**config.mk**
```make
export PLATFORM = sky130hd
export DESIGN_NAME = phy_link_power_saver
export DESIGN_NICKNAME = d
export VERILOG_FILES = /design/src/hdl/power_saver_pkg.sv /design/src/hdl/phy_link_power_saver.sv /design/src/hdl/random_window.sv
export SDC_FILE = /design/constraint.sdc
export NUM_CORES = 1
export LEC_CHECK = 0
export ABC_AREA = 0
export BUFFER_PORTS_ARGS = -buffer_cell sky130_fd_sc_hd__buf_4
export CAP_MARGIN = 20
export CORE_MARGIN = 4
export CORE_UTILIZATION = 33
export DETAILED_ROUTE_END_ITERATION = 10
export PLACE_DENSITY = 0.55
export SYNTH_ARGS = -nofsm -noshare
export SYNTH_HDL_FRONTEND = slang
export SYNTH_HIERARCHICAL = 1
export SYNTH_SLANG_ARGS = --single-unit
```
**constraint.sdc**
```tcl
create_clock -name clk -period 4 [get_ports clk]
set_input_delay 0.6 -clock clk [delete_from_list [all_inputs] [get_ports clk]]
set_output_delay 0.6 -clock clk [all_outputs]
set_load 0.02 [all_outputs]
```
**src/hdl/power_saver_pkg.sv**
```systemverilog
// power saver package: register map, field layout, timing constants
// assumes a 200 MHz system clock and a classic wishbone slave port
package power_saver_pkg;

  // ---------------------------------------------------------------
  // register map (byte addresses)
  // ---------------------------------------------------------------
  localparam logic [7:0] control_addr   = 8'h00;
  localparam logic [7:0] saver_addr     = 8'h04;
  localparam logic [7:0] timer_addr     = 8'h08;
  localparam logic [7:0] status_addr    = 8'h0C;

  // control register: standard basic control word
  localparam int power_down_bit  = 11;
  localparam int autoneg_bit     = 12;
  // saver register: mode bits
  localparam int saver_en_bit    = 6;
  localparam int linkto_hi_bit   = 7;
  localparam int linkto_lo_bit   = 2;
  // timer register: field positions
  localparam int sleep_lsb       = 13;
  localparam int wake_lsb        = 11;

  localparam logic [15:0] control_reset = 16'h1000;
  localparam logic [15:0] saver_reset   = 16'h0000;
  localparam logic [15:0] timer_reset   = 16'h2000;

  // ---------------------------------------------------------------
  // timing
  // ---------------------------------------------------------------
  localparam int clk_mhz         = 200;
  localparam int cycles_per_ms   = clk_mhz * 1000;
  localparam int jitter_low_ms   = 80;
  localparam int jitter_high_ms  = 60;
  localparam int jitter_span_ms  = jitter_low_ms + jitter_high_ms;
  localparam int burst_count     = 3;

  // ---------------------------------------------------------------
  // states and carriers
  // ---------------------------------------------------------------
  typedef enum logic [2:0] {
    st_low_power = 3'b001,
    st_wake      = 3'b010,
    st_normal    = 3'b100
  } saver_state_e;

  typedef struct packed {
    logic       power_down;
    logic       autoneg;
    logic       saver_en;
    logic [1:0] link_timeout_sel;
    logic [1:0] sleep_sel;
    logic [1:0] wake_sel;
  } saver_cfg_s;

  typedef struct packed {
    logic       blocks_on;
    logic       burst_active;
    logic       burst_pair_b;
  } saver_ctl_s;

endpackage : power_saver_pkg

```
**src/hdl/phy_link_power_saver.sv**
```systemverilog
// phy_link_power_saver: per port automatic low power state machine
// assumes energy_detect and link_up come from pins or the analog
// front end (synchronised here) and a classic wishbone master
`timescale 1ns/10ps

// Function
// - saver mode enabled per port anytime
// - exactly three states: low, wake, normal
// - alternate low and wake until energy
// - energy detected moves to normal state
// - autoneg link drop: time-out then low
// - reset enters low power state
// - forced speed: stay normal after drop
// - autoneg turned off in normal: stay
// - low power: blocks off, monitor energy
// - sleep period from sleep timer field
// - sleep randomized minus 80 plus 60 ms
// - wake sends three bursts, pairs alternate
// - after wake without energy, back to low
// - link time-out from two saver bits
// - manual power-down bit kept separately
// - autoneg enable from control bit 12
module phy_link_power_saver
  import power_saver_pkg::*;
#(
  parameter int sleep_ms_0   = 1000,
  parameter int sleep_ms_1   = 2000,
  parameter int sleep_ms_2   = 3000,
  parameter int sleep_ms_3   = 4000,
  parameter int wake_ms_0    = 160,
  parameter int wake_ms_1    = 400,
  parameter int wake_ms_2    = 800,
  parameter int wake_ms_3    = 1600,
  parameter int linkto_ms_0  = 1000,
  parameter int linkto_ms_1  = 2000,
  parameter int linkto_ms_2  = 3000,
  parameter int linkto_ms_3  = 4000,
  parameter int ms_cycles    = cycles_per_ms
)(
  input  wire logic         clk,
  input  wire logic         srst,
  input  wire logic         wb_cyc_i,
  input  wire logic         wb_stb_i,
  input  wire logic         wb_we_i,
  input  wire logic [7:0]   wb_adr_i,
  input  wire logic [3:0]   wb_sel_i,
  input  wire logic [31:0]  wb_dat_i,
  output logic [31:0]       wb_dat_o,
  output logic              wb_ack_o,
  input  wire logic         energy_detect,
  input  wire logic         link_up,
  output logic              blocks_on,
  output logic              burst_active,
  output logic              burst_pair_b,
  output logic              manual_power_down,
  output logic              low_power_flag
);
  import power_saver_pkg::*;

  // ---------------------------------------------------------------
  // input synchronisers
  // ---------------------------------------------------------------
  logic [1:0] energy_sync;
  logic [1:0] link_sync;
  always_ff @(posedge clk) begin
    if (srst) begin
      energy_sync <= 2'h0;
      link_sync   <= 2'h0;
    end else begin
      energy_sync <= {energy_sync[0], energy_detect};
      link_sync   <= {link_sync[0], link_up};
    end
  end
  logic energy;
  logic link;
  assign energy = energy_sync[1];
  assign link   = link_sync[1];

  // ---------------------------------------------------------------
  // registers and wishbone slave
  // ---------------------------------------------------------------
  logic [15:0]  control_reg;
  logic [15:0]  saver_reg;
  logic [15:0]  timer_reg;
  logic [15:0]  next_control_reg;
  logic [15:0]  next_saver_reg;
  logic [15:0]  next_timer_reg;
  logic [31:0]  next_wb_dat_o;
  logic         next_wb_ack_o;
  logic         access;
  saver_state_e state;
  saver_state_e next_state;
  saver_cfg_s   cfg;

  assign access = wb_cyc_i && wb_stb_i && !wb_ack_o;

  function automatic logic [15:0] merge(input logic [15:0] old_v,
                                        input logic [31:0] wdat,
                                        input logic [3:0]  sel);
    logic [15:0] res;
    res = old_v;
    if (sel[0]) begin
      res[7:0] = wdat[7:0];
    end
    if (sel[1]) begin
      res[15:8] = wdat[15:8];
    end
    return res;
  endfunction : merge

  always_comb begin
    next_control_reg = control_reg;
    next_saver_reg   = saver_reg;
    next_timer_reg   = timer_reg;
    next_wb_ack_o    = access;
    next_wb_dat_o    = 32'h0000_0000;
    // writes land on the ack edge, while the master still holds the request
    if (wb_cyc_i && wb_stb_i && wb_we_i && wb_ack_o) begin
      unique case (wb_adr_i)
        control_addr: next_control_reg = merge(control_reg, wb_dat_i, wb_sel_i);
        saver_addr:   next_saver_reg   = merge(saver_reg, wb_dat_i, wb_sel_i);
        timer_addr:   next_timer_reg   = merge(timer_reg, wb_dat_i, wb_sel_i);
        default:      next_wb_dat_o    = 32'h0000_0000;
      endcase
    end
    if (access && !wb_we_i) begin
      unique case (wb_adr_i)
        control_addr: next_wb_dat_o = {16'h0000, control_reg};
        saver_addr:   next_wb_dat_o = {16'h0000, saver_reg};
        timer_addr:   next_wb_dat_o = {16'h0000, timer_reg};
        status_addr:  next_wb_dat_o = {27'h0000000, link, energy, state};
        default:      next_wb_dat_o = 32'h0000_0000;
      endcase
    end
  end

  always_ff @(posedge clk) begin
    if (srst) begin
      control_reg <= control_reset;
      saver_reg   <= saver_reset;
      timer_reg   <= timer_reset;
      wb_ack_o    <= 1'b0;
      wb_dat_o    <= 32'h0000_0000;
    end else begin
      control_reg <= next_control_reg;
      saver_reg   <= next_saver_reg;
      timer_reg   <= next_timer_reg;
      wb_ack_o    <= next_wb_ack_o;
      wb_dat_o    <= next_wb_dat_o;
    end
  end

  always_comb begin
    cfg.power_down       = control_reg[power_down_bit];
    cfg.autoneg          = control_reg[autoneg_bit];
    cfg.saver_en         = saver_reg[saver_en_bit];
    cfg.link_timeout_sel = {saver_reg[linkto_hi_bit], saver_reg[linkto_lo_bit]};
    cfg.sleep_sel        = timer_reg[sleep_lsb +: 2];
    cfg.wake_sel         = timer_reg[wake_lsb +: 2];
  end

  // ---------------------------------------------------------------
  // millisecond tick and duration maps
  // ---------------------------------------------------------------
  logic [31:0] ms_cnt;
  logic [31:0] next_ms_cnt;
  logic        ms_tick;
  assign ms_tick = (ms_cnt == 32'(ms_cycles - 1));
  always_comb begin
    next_ms_cnt = ms_tick ? 32'h0000_0000 : ms_cnt + 32'h0000_0001;
  end
  always_ff @(posedge clk) begin
    if (srst) begin
      ms_cnt <= 32'h0000_0000;
    end else begin
      ms_cnt <= next_ms_cnt;
    end
  end

  logic [15:0] sleep_ms;
  logic [15:0] wake_ms;
  logic [15:0] linkto_ms;
  always_comb begin
    unique case (cfg.sleep_sel)
      2'h0: sleep_ms = 16'(sleep_ms_0);
      2'h1: sleep_ms = 16'(sleep_ms_1);
      2'h2: sleep_ms = 16'(sleep_ms_2);
      2'h3: sleep_ms = 16'(sleep_ms_3);
    endcase
    unique case (cfg.wake_sel)
      2'h0: wake_ms = 16'(wake_ms_0);
      2'h1: wake_ms = 16'(wake_ms_1);
      2'h2: wake_ms = 16'(wake_ms_2);
      2'h3: wake_ms = 16'(wake_ms_3);
    endcase
    unique case (cfg.link_timeout_sel)
      2'h0: linkto_ms = 16'(linkto_ms_0);
      2'h1: linkto_ms = 16'(linkto_ms_1);
      2'h2: linkto_ms = 16'(linkto_ms_2);
      2'h3: linkto_ms = 16'(linkto_ms_3);
    endcase
  end

  logic [7:0] rand_ms;
  random_window u_rand (
    .clk       (clk),
    .srst      (srst),
    .offset_ms (rand_ms)
  );

  logic [15:0] sleep_target;
  always_comb begin
    if (sleep_ms > 16'(jitter_low_ms)) begin
      sleep_target = sleep_ms - 16'(jitter_low_ms) + {8'h00, rand_ms};
    end else begin
      sleep_target = 16'h0001 + {8'h00, rand_ms};
    end
  end

  // ---------------------------------------------------------------
  // power state machine
  // ---------------------------------------------------------------
  logic [15:0] dwell;
  logic [15:0] next_dwell;
  logic [15:0] target;
  logic [15:0] next_target;
  logic        stay_up;
  logic        next_stay_up;
  logic        seen_link;
  logic        next_seen_link;
  logic [1:0]  bursts;
  logic [1:0]  next_bursts;
  logic [15:0] burst_len;
  saver_ctl_s  ctl;

  // a zero burst length is clamped to one ms; either ends at the first ms tick
  always_comb begin
    burst_len = wake_ms / 16'(burst_count);
    if (burst_len == 16'h0000) begin
      burst_len = 16'h0001;
    end
  end

  always_comb begin
    next_state     = state;
    next_dwell     = ms_tick ? dwell + 16'h0001 : dwell;
    next_target    = target;
    next_stay_up   = stay_up;
    next_seen_link = seen_link;
    next_bursts    = bursts;
    unique case (state)
      st_low_power: begin
        if (!cfg.saver_en || energy) begin
          next_state     = st_normal;
          next_dwell     = 16'h0000;
          next_stay_up   = !cfg.autoneg;
          next_seen_link = 1'b0;
        end else if (ms_tick && next_dwell >= target) begin
          next_state  = st_wake;
          next_dwell  = 16'h0000;
          next_bursts = 2'h0;
        end
      end
      st_wake: begin
        if (energy) begin
          next_state     = st_normal;
          next_dwell     = 16'h0000;
          next_stay_up   = !cfg.autoneg;
          next_seen_link = 1'b0;
        end else if (ms_tick && next_dwell >= burst_len) begin
          next_dwell  = 16'h0000;
          next_bursts = bursts + 2'h1;
          if (bursts == 2'(burst_count - 1)) begin
            next_state  = st_low_power;
            next_target = sleep_target;
          end
        end
      end
      st_normal: begin
        if (!cfg.autoneg) begin
          next_stay_up = 1'b1;
        end
        if (link) begin
          next_seen_link = 1'b1;
          next_dwell     = 16'h0000;
        end
        if (link || !cfg.saver_en || stay_up) begin
          next_dwell = 16'h0000;
        end else if (ms_tick && next_dwell >= linkto_ms) begin
          next_state  = st_low_power;
          next_dwell  = 16'h0000;
          next_target = sleep_target;
        end
      end
    endcase
  end

  always_ff @(posedge clk) begin
    if (srst) begin
      state     <= st_low_power;
      dwell     <= 16'h0000;
      target    <= 16'(sleep_ms_1);
      stay_up   <= 1'b0;
      seen_link <= 1'b0;
      bursts    <= 2'h0;
    end else begin
      state     <= next_state;
      dwell     <= next_dwell;
      target    <= next_target;
      stay_up   <= next_stay_up;
      seen_link <= next_seen_link;
      bursts    <= next_bursts;
    end
  end

  // ---------------------------------------------------------------
  // outputs
  // ---------------------------------------------------------------
  always_comb begin
    ctl.blocks_on    = (next_state == st_normal) && !cfg.power_down;
    ctl.burst_active = (next_state == st_wake);
    ctl.burst_pair_b = next_bursts[0];
  end

  always_ff @(posedge clk) begin
    if (srst) begin
      blocks_on         <= 1'b0;
      burst_active      <= 1'b0;
      burst_pair_b      <= 1'b0;
      manual_power_down <= 1'b0;
      low_power_flag    <= 1'b1;
    end else begin
      blocks_on         <= ctl.blocks_on;
      burst_active      <= ctl.burst_active;
      burst_pair_b      <= ctl.burst_pair_b;
      manual_power_down <= cfg.power_down;
      low_power_flag    <= (next_state == st_low_power);
    end
  end

endmodule : phy_link_power_saver

```
**src/hdl/random_window.sv**
```systemverilog
// random_window: free running lfsr giving a jitter offset in ms
// assumes one clock; the consumer samples value when it needs it
`timescale 1ns/10ps
module random_window
  import power_saver_pkg::*;
(
  input  wire logic       clk,
  input  wire logic       srst,
  output logic [7:0]      offset_ms
);

  logic [15:0] lfsr;
  logic [15:0] next_lfsr;
  logic [7:0]  next_offset_ms;

  // ---------------------------------------------------------------
  // lfsr and reduction into the jitter span
  // ---------------------------------------------------------------
  always_comb begin
    next_lfsr = {lfsr[14:0], lfsr[15] ^ lfsr[13] ^ lfsr[12] ^ lfsr[10]};
    if (lfsr[7:0] > 8'(jitter_span_ms)) begin
      next_offset_ms = lfsr[7:0] - 8'(jitter_span_ms) - 8'h01;
    end else begin
      next_offset_ms = lfsr[7:0];
    end
  end

  always_ff @(posedge clk) begin
    if (srst) begin
      lfsr      <= 16'hACE1;
      offset_ms <= 8'h00;
    end else begin
      lfsr      <= next_lfsr;
      offset_ms <= next_offset_ms;
    end
  end

endmodule : random_window

```
# [Word-level counts from Yosys, hierarchy flattened]
# Index checks and enable logic that the tools add are counted.
[totals] ramBits=0 inputBits=51 register_bits=183 latch_bits=0 mem_bits_ro=0 memories=0
[op_classes] n_lt_le_gt_ge=5 div_mod_pow=1 shift=0 bitwise=4 n_eq_ne=30 n_mul=0 reduce_logical=35 n_addsub=8 muxes=40
[ops] cell="$mux W16" n=16
[ops] cell="$pmux W16 S4" n=4
[ops] cell="$ge A16 B16 Y1" n=3
[ops] cell="$pmux W16 S3" n=1
[ops] cell="$add A32 B1 Y32 const B" n=1
[ops] cell="$eq A32 B18 Y1 const B" n=1
[ops] cell="$pmux W16 S2" n=1
[ops] cell="$mux W3" n=7
[ops] cell="$reduce_and A3 Y1" n=7
[ops] cell="$ne A2 B2 Y1 const B" n=10
[ops] cell="$add A16 B1 Y16 const B" n=1
[ops] cell="$add A16 B8 Y16" n=1
[ops] cell="$div A16 B2 Y16 const B" n=1
[ops] cell="$eq A8 B4 Y1 const B" n=2
[ops] cell="$gt A16 B7 Y1 const B" n=1
[ops] cell="$logic_not A16 Y1" n=1
[ops] cell="$sub A16 B7 Y16 const B" n=1
[ops] cell="$eq A2 B2 Y1 const B" n=7
[ops] cell="$add A1 B8 Y9 const A" n=1
[ops] cell="$logic_and A1 B1 Y1" n=9
[ops] cell="$pmux W3 S3" n=1
[ops] cell="$eq A8 B3 Y1 const B" n=1
[ops] cell="$gt A8 B8 Y1 const B" n=1
[ops] cell="$logic_not A8 Y1" n=1
[ops] cell="other kinds (21)" n=43

# [Logic depth before layout (Yosys ltp)]
# Gate-level depths: netlist (run 1).
[logic_depth] depth_word=12 ltp_mapped=18

# [By module]
# The synthesis (run 1) kept the hierarchy.
[by_module_without_submodules] module="phy_link_power_saver" cells_each=847 instances=1 area_each_um2=7548.5
[by_module_without_submodules] module="random_window" cells_each=81 instances=1 area_each_um2=893.4

# [Least setup slack after synthesis (run 1)]
# Ideal clock, no wire load.
[synth_path] path_kind="flip-flop to flip-flop" startpoint="register ms_cnt[12]" endpoint="register dwell[12]" stages_incl_launch_ff=19 arrival_time_ns=3.804 setup_ns=0.086 required_ns=3.914 setup_slack_ns=0.110 path_buffers=2 synth_period_minus_slack_ns=3.890 path_cell_list="dfxtp_1 nor4b_2 nand4_2 or2_2 nor2_1 buf_2 nand4_1 xor2_1 inv_1 ha_1 a21o_1 a21o_1 a211o_1 a21oi_1 o211a_1 nand2b_1 a22oi_2 buf_6 a211oi_1"
[synth_via] elab_chain_cells=9
[synth_lines] item="start, declared" line_no="phy_link_power_saver.sv:165" source="logic [31:0] ms_cnt;"
[synth_lines] item="start signal, assigned" line_no="phy_link_power_saver.sv:176" source="ms_cnt <= next_ms_cnt;"
[synth_lines] item="$eq A32 B18 Y1 *" line_no="phy_link_power_saver.sv:168" source="assign ms_tick = (ms_cnt == 32'(ms_cycles - 1));"
[synth_lines] item="$mux W16" line_no="phy_link_power_saver.sv:246" source="next_dwell = ms_tick ? dwell + 16'h0001 : dwell;"
[synth_lines] item="$mux W16" line_no="phy_link_power_saver.sv:283" source="if (link) begin"
[synth_lines] item="$mux W16" line_no="phy_link_power_saver.sv:251" source="unique case (state)"
[synth_lines] item="$ge A16 B16 Y1" line_no="phy_link_power_saver.sv:289" source="end else if (ms_tick && next_dwell >= linkto_ms) begin"
[synth_lines] item="$logic_and A1 B1 Y1" line_no="phy_link_power_saver.sv:289"
[synth_lines] item="$mux W16" line_no="phy_link_power_saver.sv:289"
[synth_lines] item="$mux W16" line_no="phy_link_power_saver.sv:287" source="if (link || !cfg.saver_en || stay_up) begin"
[synth_lines] item="$pmux W16 S3 *" line_no="phy_link_power_saver.sv:251"
[synth_lines] item="end signal, assigned" line_no="phy_link_power_saver.sv:308" source="dwell <= next_dwell;"
[synth_lines] item="end, declared" line_no="phy_link_power_saver.sv:223" source="logic [15:0] dwell;"
# Mark *: on every way between the ends. The rest lies on a longest branch, timed or not. The select of a mux whose other input is x is not followed.
# A chain may end at the register's enable or synchronous reset.

# [Worst setup path in the final report (run 1)]
[layout_path] startpoint="register ms_cnt[12]" endpoint="register dwell[3]"
# The elaborated chain is that of the path after synthesis.

==> results.toml, run 1 <==
[status]
status = "finished, final reports clean"

[sta]
post-route-period-util = 0.977
fmax_mhz = 256
tightest_slew_ns = 0.980
finalSetupViolations = 0
hold_viol_final = 0
relSlewSlack = 0.344
finClkSkew_ns = 0.0151
fin_crit_ns = 3.91
worst_hold_slack_ns = 0.382
rsz0062_at_grt = "yes"
slew_violations = 0

[route]
drt-initial-drc-count = 273
via_per_inst = 4.76
wirelength_um = 19900
drcViolationCount = 0
wire_per_inst_um = 14.3
vias = 6610
ant_nets = 0
firstDrtPassIters = 4

[power_and_ir_drop]
p_comb_frac = 0.054
switching_share = 0.262
internal_power_mw = 2.58
clkPwrFrac = 0.465
seqPwrFrac = 0.481
ir_drop_mv = 0.228
p_sw_mw = 0.913
power.density_mw_per_mm2 = 329
leakagePower_nw = 4.67

[critical_path]
start_kind = "flip-flop"
slowest_stage = "or3_4"
crit_start = "ms_cnt[12]$_SDFF_PP0_"
r2r_end = "dwell[3]$_SDFF_PP0_"
crit_type = "flip-flop to flip-flop"
worst_path_largest_cell_delay_ns = 0.39
endpoint = "dwell[3]$_SDFF_PP0_"
critical_path.top_delay_family = "simple AND/OR/NAND/NOR gates"
cp_max_fo = 8
required_ns = 4.35
regToRegSetupSlack_ns = 0.09
critPathArrivalTime_ns = 4.26
crit_chain = "nor4b_4 -> nand4_2 -> buf_6 -> or3_4 -> nor2_4 -> nand2_2 -> xnor2_2 -> ha_1 -> a211oi_2 -> o21ai_1 -> a211o_1 -> a21oi_2 -> o211a_1 -> nand2b_4 -> a22oi_2 -> clkbuf_16 -> a211oi_1"
cp_num_buf_inv = 2
regToRegStartpoint = "ms_cnt[12]$_SDFF_PP0_"
path_depth = 17
end_kind = "flip-flop"
reg2reg_depth = 17

[finish]
diodes = 0
layout_commonest_cell = "dfxtp_1"
fillers = 2509
area_delta_synth_final_pct = 25.8
nets = 1157
top_register = "ms_cnt"
mostFrequentLayoutCells = "161 x dfxtp_1, 141 x nor2_1, 121 x buf_4"
fin_cells = 1390
largest_reg_flops = 32
drive_gt1_frac = 0.227

[floorplanning]
fp.dieH_um = 168
rows = 58
pin_count = 89
core_mm2 = 0.0252
die-width_um = 168
die_area_mm2 = 0.0282
initial_core_util = 0.335

[cts]
clockBufferDepth = 2
cts_buffers = 17
path_clk_slew_ns = 0.07
cts.sinks = 164
clk_latency_ns = 0.44
tritoncts = "done"
h-tree-depth = 4
clockRootBuffer = "clkbuf_16"

[logic_synthesis]
syn_inst = 928
yosysSeqAreaShare = 0.389
synth_ff_type = "dfxtp_1"
ys_ff_latch = 164
avgSynthCellArea_um2 = 9.10
synth_area_mm2 = 0.00844
ys_types = 76
synth_edf_count = 0
ys_warn_count = 6
async_flop_share = 0

[global_routing]
grt_pass1_vias = 6490
grt_use_total = 0.138
antenna_found_initial = 0
grt_pass1_wl_um = 32100
grt.overflow.total = 0
grt_max_degree = 55

[place]
place_inst = 1350
portBuffers = 54
dp_hpwl_um = 14000
gp_congestion = 0.798

[flow_run]
cap_violations = 0

[worst_hold_path]
hold_class = "primary input to flip-flop"
synth_stat cells, types with 11 or more instances:
library cell / instances / area share
ha_1: 58 / 0.086
nor2b_1: 20 / 0.015
nor3_1: 15 / 0.0089
mux2i_1: 61 / 0.072
nand2_1: 46 / 0.020
and3_1: 11 / 0.0082
o21ai_0: 25 / 0.015
a211oi_1: 15 / 0.013
inv_1: 56 / 0.025
xor2_1: 26 / 0.027
xnor2_1: 28 / 0.029
a21oi_1: 33 / 0.020
dfxtp_1: 164 / 0.39
buf_4: 19 / 0.017
clkbuf_1: 20 / 0.0089
nand3_1: 40 / 0.024
nor2_1: 143 / 0.064
area by class of cell:
class	count	area [um^2]	share of cell area
Timing Repair Buffer	133	1080	0.102
Multi-Input combinational cell	674	5040	0.474
Inverter	57	214	0.0201
Tap cell	330	413	0.0389
Sequential cell	164	3290	0.309
Clock buffer	18	429	0.0404
Clock inverter	14	156	0.0147
metal layers:
| metal | share of wire | wire (um) | track usage | up-vias |
|---|---|---|---|---|
| li1 | - | - | - | 3424 |
| met2 | 0.48 | 9570 | 0.228 | 82 |
| met1 | 0.48 | 9480 | 0.184 | 3087 |
| met5 | 0 | 0 | 0 | - |
| met3 | 0.030 | 605 | 0.0261 | 17 |
| met4 | 0.011 | 217 | 0.0399 | 0 |
through the flow:
stage	instance area [um^2]	TNS [ns]	worst slack (ns)	util	power (mW)
2_1_floorplan	8500	0	0.110	-	1.85
3_3_place_gp	9620	-0.664	-0.163	0.382	1.91
3_5_place_dp	9620	-0.909	-0.180	0.382	1.91
4_1_cts	10300	0	0.00823	0.408	3.53
5_1_grt	10600	-0.729	-0.0752	0.422	3.62
6_report	10600	0	0.0940	0.422	3.49
kinds of logic after synthesis:
group           Yosys count  synth area share
mux                      70            0.0914
xor+xnor                 54            0.0560
flops                   164             0.389
fa+ha+maj                59            0.0883
compound gates          130             0.113
simple gates            345             0.205
other cells               1          0.000444
buf+inv                 105            0.0568
worst register-to-register path: cells and delay by family (launching register included):
kind | cells | cell delay (ns)
buffers and inverters | 2 | 0.39
AOI/OAI and AO/OA | 7 | 1.24
adders and majority gates | 1 | 0.28
xor gates and xnor gates | 1 | 0.23
DFF | 1 | 0.34
and+or+nand+nor | 6 | 1.35
power groups by stage:
stage / logic (mW) / registers (mW) / clock network, mW
2_1_floorplan: 0.133 / 1.71 / 0
3_3_place_gp: 0.188 / 1.72 / 0
3_5_place_dp: 0.189 / 1.72 / 0
4_1_cts: 0.191 / 1.68 / 1.66
5_1_grt: 0.213 / 1.68 / 1.72
6_report: 0.190 / 1.68 / 1.62
what timing repair did:
item	in CTS	in global routing
gates cloned	0	2
hold buffers	0	0
gates resized for setup	17	56
pin swaps	5	23
setup buffers	0	6
setup endpoints to repair	29	36
worst min path at each step:
stage	depth (start not counted)	slack (ns)	startpoint	end
detailed placement	1	0.40	u_rand/lfsr[14]$_SDFF_PP0_	u_rand/lfsr[15]$_SDFF_PP1_
global route	2	0.38	energy_detect	energy_sync[0]$_SDFF_PP0_
CTS	2	0.36	energy_detect	energy_sync[0]$_SDFF_PP0_
finish	2	0.38	energy_detect	energy_sync[0]$_SDFF_PP0_
floorplan	1	0.38	u_rand/lfsr[9]$_SDFF_PP0_	u_rand/lfsr[10]$_SDFF_PP1_
global placement	1	0.39	u_rand/lfsr[14]$_SDFF_PP0_	u_rand/lfsr[15]$_SDFF_PP1_
No activity file was read; power rests on OpenSTA's default activity.
==> run 2, diff against run 1 <==
Settings changed: CAP_MARGIN 20 to 30, CELL_PAD_IN_SITES_DETAIL_PLACEMENT set to 1, CELL_PAD_IN_SITES_GLOBAL_PLACEMENT set to 2, PLACE_DENSITY 0.55 to 0.79.
==> run 2 against run 1 <==
  * Cell count up 0.79%
  * Global-route usage up 2.4 points
  * Critical path type unchanged
  * Clock-buffer cell count unchanged
  * Worst hold slack worse by 0.012 ns
  * First-iteration DRC count down 21%
  * Clock skew up 0.0063 ns
  * Register-to-register slack worse by 0.08 ns
  * Via count up 4.7%
  * Sequential share of layout area down 0.25 points
  * Worst setup slack worse by 0.076 ns
==> results.toml, run 2 (synthesis gave the netlist of run 1 again) <==
[finish]
nets = 1168
multiInputGateArea_mm2 = 0.00504
fin_cells = 1401
layout_commonest_cell = "dfxtp_1"
drive_gt1_frac = 0.238
mostFrequentLayoutCells = "163 x dfxtp_1, 139 x nor2_1, 139 x buf_4"
ff_latch_area_mm2 = 0.00328
fillers = 2916
largest_reg_flops = 32
diodes = 0
area_delta_synth_final_pct = 26.8
top_register = "ms_cnt"

[critical_path]
end_kind = "flip-flop"
crit_type = "flip-flop to flip-flop"
regToRegStartpoint = "ms_cnt[18]$_SDFF_PP0_"
required_ns = 4.35
crit_chain = "nor4_4 -> nand4_2 -> buf_6 -> or3_4 -> nor2_4 -> nand2_2 -> xnor2_2 -> ha_1 -> a211oi_2 -> o21ai_2 -> a211o_1 -> a21oi_2 -> o211a_1 -> nand2b_4 -> a22oi_2 -> buf_12 -> a221oi_2"
start_kind = "flip-flop"
endpoint = "dwell[1]$_SDFF_PP0_"
cp_num_buf_inv = 2
crit_start = "ms_cnt[18]$_SDFF_PP0_"
regToRegSetupSlack_ns = 0.02
critPathArrivalTime_ns = 4.33
reg2reg_depth = 17
r2r_end = "dwell[1]$_SDFF_PP0_"
critical_path.top_delay_family = "compound AO/OA/AOI/OAI gates"
cp_max_fo = 8
slowest_stage = "or3_4"
path_depth = 17
worst_path_largest_cell_delay_ns = 0.38

[sta]
slew_violations = 0
hold_viol_final = 0
fin_crit_ns = 3.98
post-route-period-util = 0.995
finClkSkew_ns = 0.0213
fmax_mhz = 251
finalSetupViolations = 0
rsz0062_at_grt = "yes"
relSlewSlack = 0.351
tightest_slew_ns = 0.969

[route]
firstDrtPassIters = 4
vias = 6923
via_per_inst = 4.94
ant_nets = 0
wire_per_inst_um = 16.4
drcViolationCount = 0
wirelength_um = 23000
drt-initial-drc-count = 215

[cts]
clockBufferDepth = 2
clockRootBuffer = "clkbuf_16"
tritoncts = "done"
h-tree-depth = 4
cts.sinks = 164
path_clk_slew_ns = 0.08
clk_latency_ns = 0.45
cts_hold_buf = 0
cts_buffers = 17

[floorplanning]
core_mm2 = 0.0252
initial_core_util = 0.335
die_area_mm2 = 0.0282
fp.dieH_um = 168
rows = 58
pin_count = 89
die-width_um = 168

[power_and_ir_drop]
leakagePower_nw = 4.72
ir_drop_mv = 0.199
power.density_mw_per_mm2 = 335
power_mw = 3.58

[global_routing]
grt_use_total = 0.162
grt.overflow.total = 0
grt_pass1_wl_um = 37700
grt_max_degree = 58
grt_pass1_vias = 7393
antenna_found_initial = 0

[flow_run]
cap_violations = 0

[worst_hold_path]
hold_class = "primary input to flip-flop"
whs_path_depth = 2

[place]
place_inst = 1358
gp_congestion = 0.802
dp_hpwl_um = 16300
portBuffers = 54

[status]
status = "finished, final reports clean"
## run 2: changes by cell type in the layout (fill, tap and decap cells not counted), moves of 2 or more
cell	change
a21oi_4	-2
buf_4	+18
buf_6	-5
clkinv_8	+3
dfxtp_1	+2
dfxtp_2	-2
inv_8	-2
nor2_1	-2
o21ai_0	-2
o21ai_1	+2
xor2_2	+2
## run 2: timing repair
item,CTS,global route
resized for setup,20,50
gates cloned,0,1
pin swaps,2,26
buffers inserted,1,8
setup endpoints to repair,37,36
## run 2: cell type report
| class | count | share of cell area |
|---|---|---|
| multi-input cells | 674 | 0.471 |
| well taps | 330 | 0.0386 |
| clock inverters | 14 | 0.0171 |
| clock buffers | 18 | 0.0410 |
| repair buffers | 144 | 0.106 |
| flip-flops and latches | 164 | 0.307 |
| inverters | 57 | 0.0200 |
## run 2: through the flow
stage | area, um^2 | hold slack, ns | setup TNS [ns] | setup WS, ns | util
after global placement | 9660 | 0.389 | -1.59 | -0.183 | 0.384
after floorplan | 8500 | 0.383 | 0 | 0.110 | -
after detailed placement | 9670 | 0.393 | -2.64 | -0.265 | 0.384
after CTS | 10400 | 0.348 | -0.0112 | -0.0112 | 0.413
after global routing | 10700 | 0.370 | -1.60 | -0.116 | 0.425
final | 10700 | 0.370 | 0 | 0.0181 | 0.425
## run 2: layer usage
metal  up-vias  share of wire  global-route usage
met4         0          0.013              0.0434
met3        26          0.027              0.0331
met1      3386           0.45               0.201
li1       3440              -                   -
met5         -              0                   0
met2        71           0.51               0.286
## run 2: power by group
| part | internal (mW) | switching (mW) |
|---|---|---|
| registers | 1.66 | 0.0223 |
| logic | 0.0808 | 0.115 |
| clock network | 0.870 | 0.833 |
| total | 2.61 | 0.970 |
## run 2: worst min path at each step
stage | from | to | slack (ns)
3_5_place_dp | u_rand/lfsr[14]$_SDFF_PP0_ | u_rand/lfsr[15]$_SDFF_PP1_ | 0.39
3_3_place_gp | u_rand/lfsr[14]$_SDFF_PP0_ | u_rand/lfsr[15]$_SDFF_PP1_ | 0.39
2_1_floorplan | u_rand/lfsr[9]$_SDFF_PP0_ | u_rand/lfsr[10]$_SDFF_PP1_ | 0.38
6_report | link_up | link_sync[0]$_SDFF_PP0_ | 0.37
5_1_grt | energy_detect | energy_sync[0]$_SDFF_PP0_ | 0.37
4_1_cts | link_up | link_sync[0]$_SDFF_PP0_ | 0.35
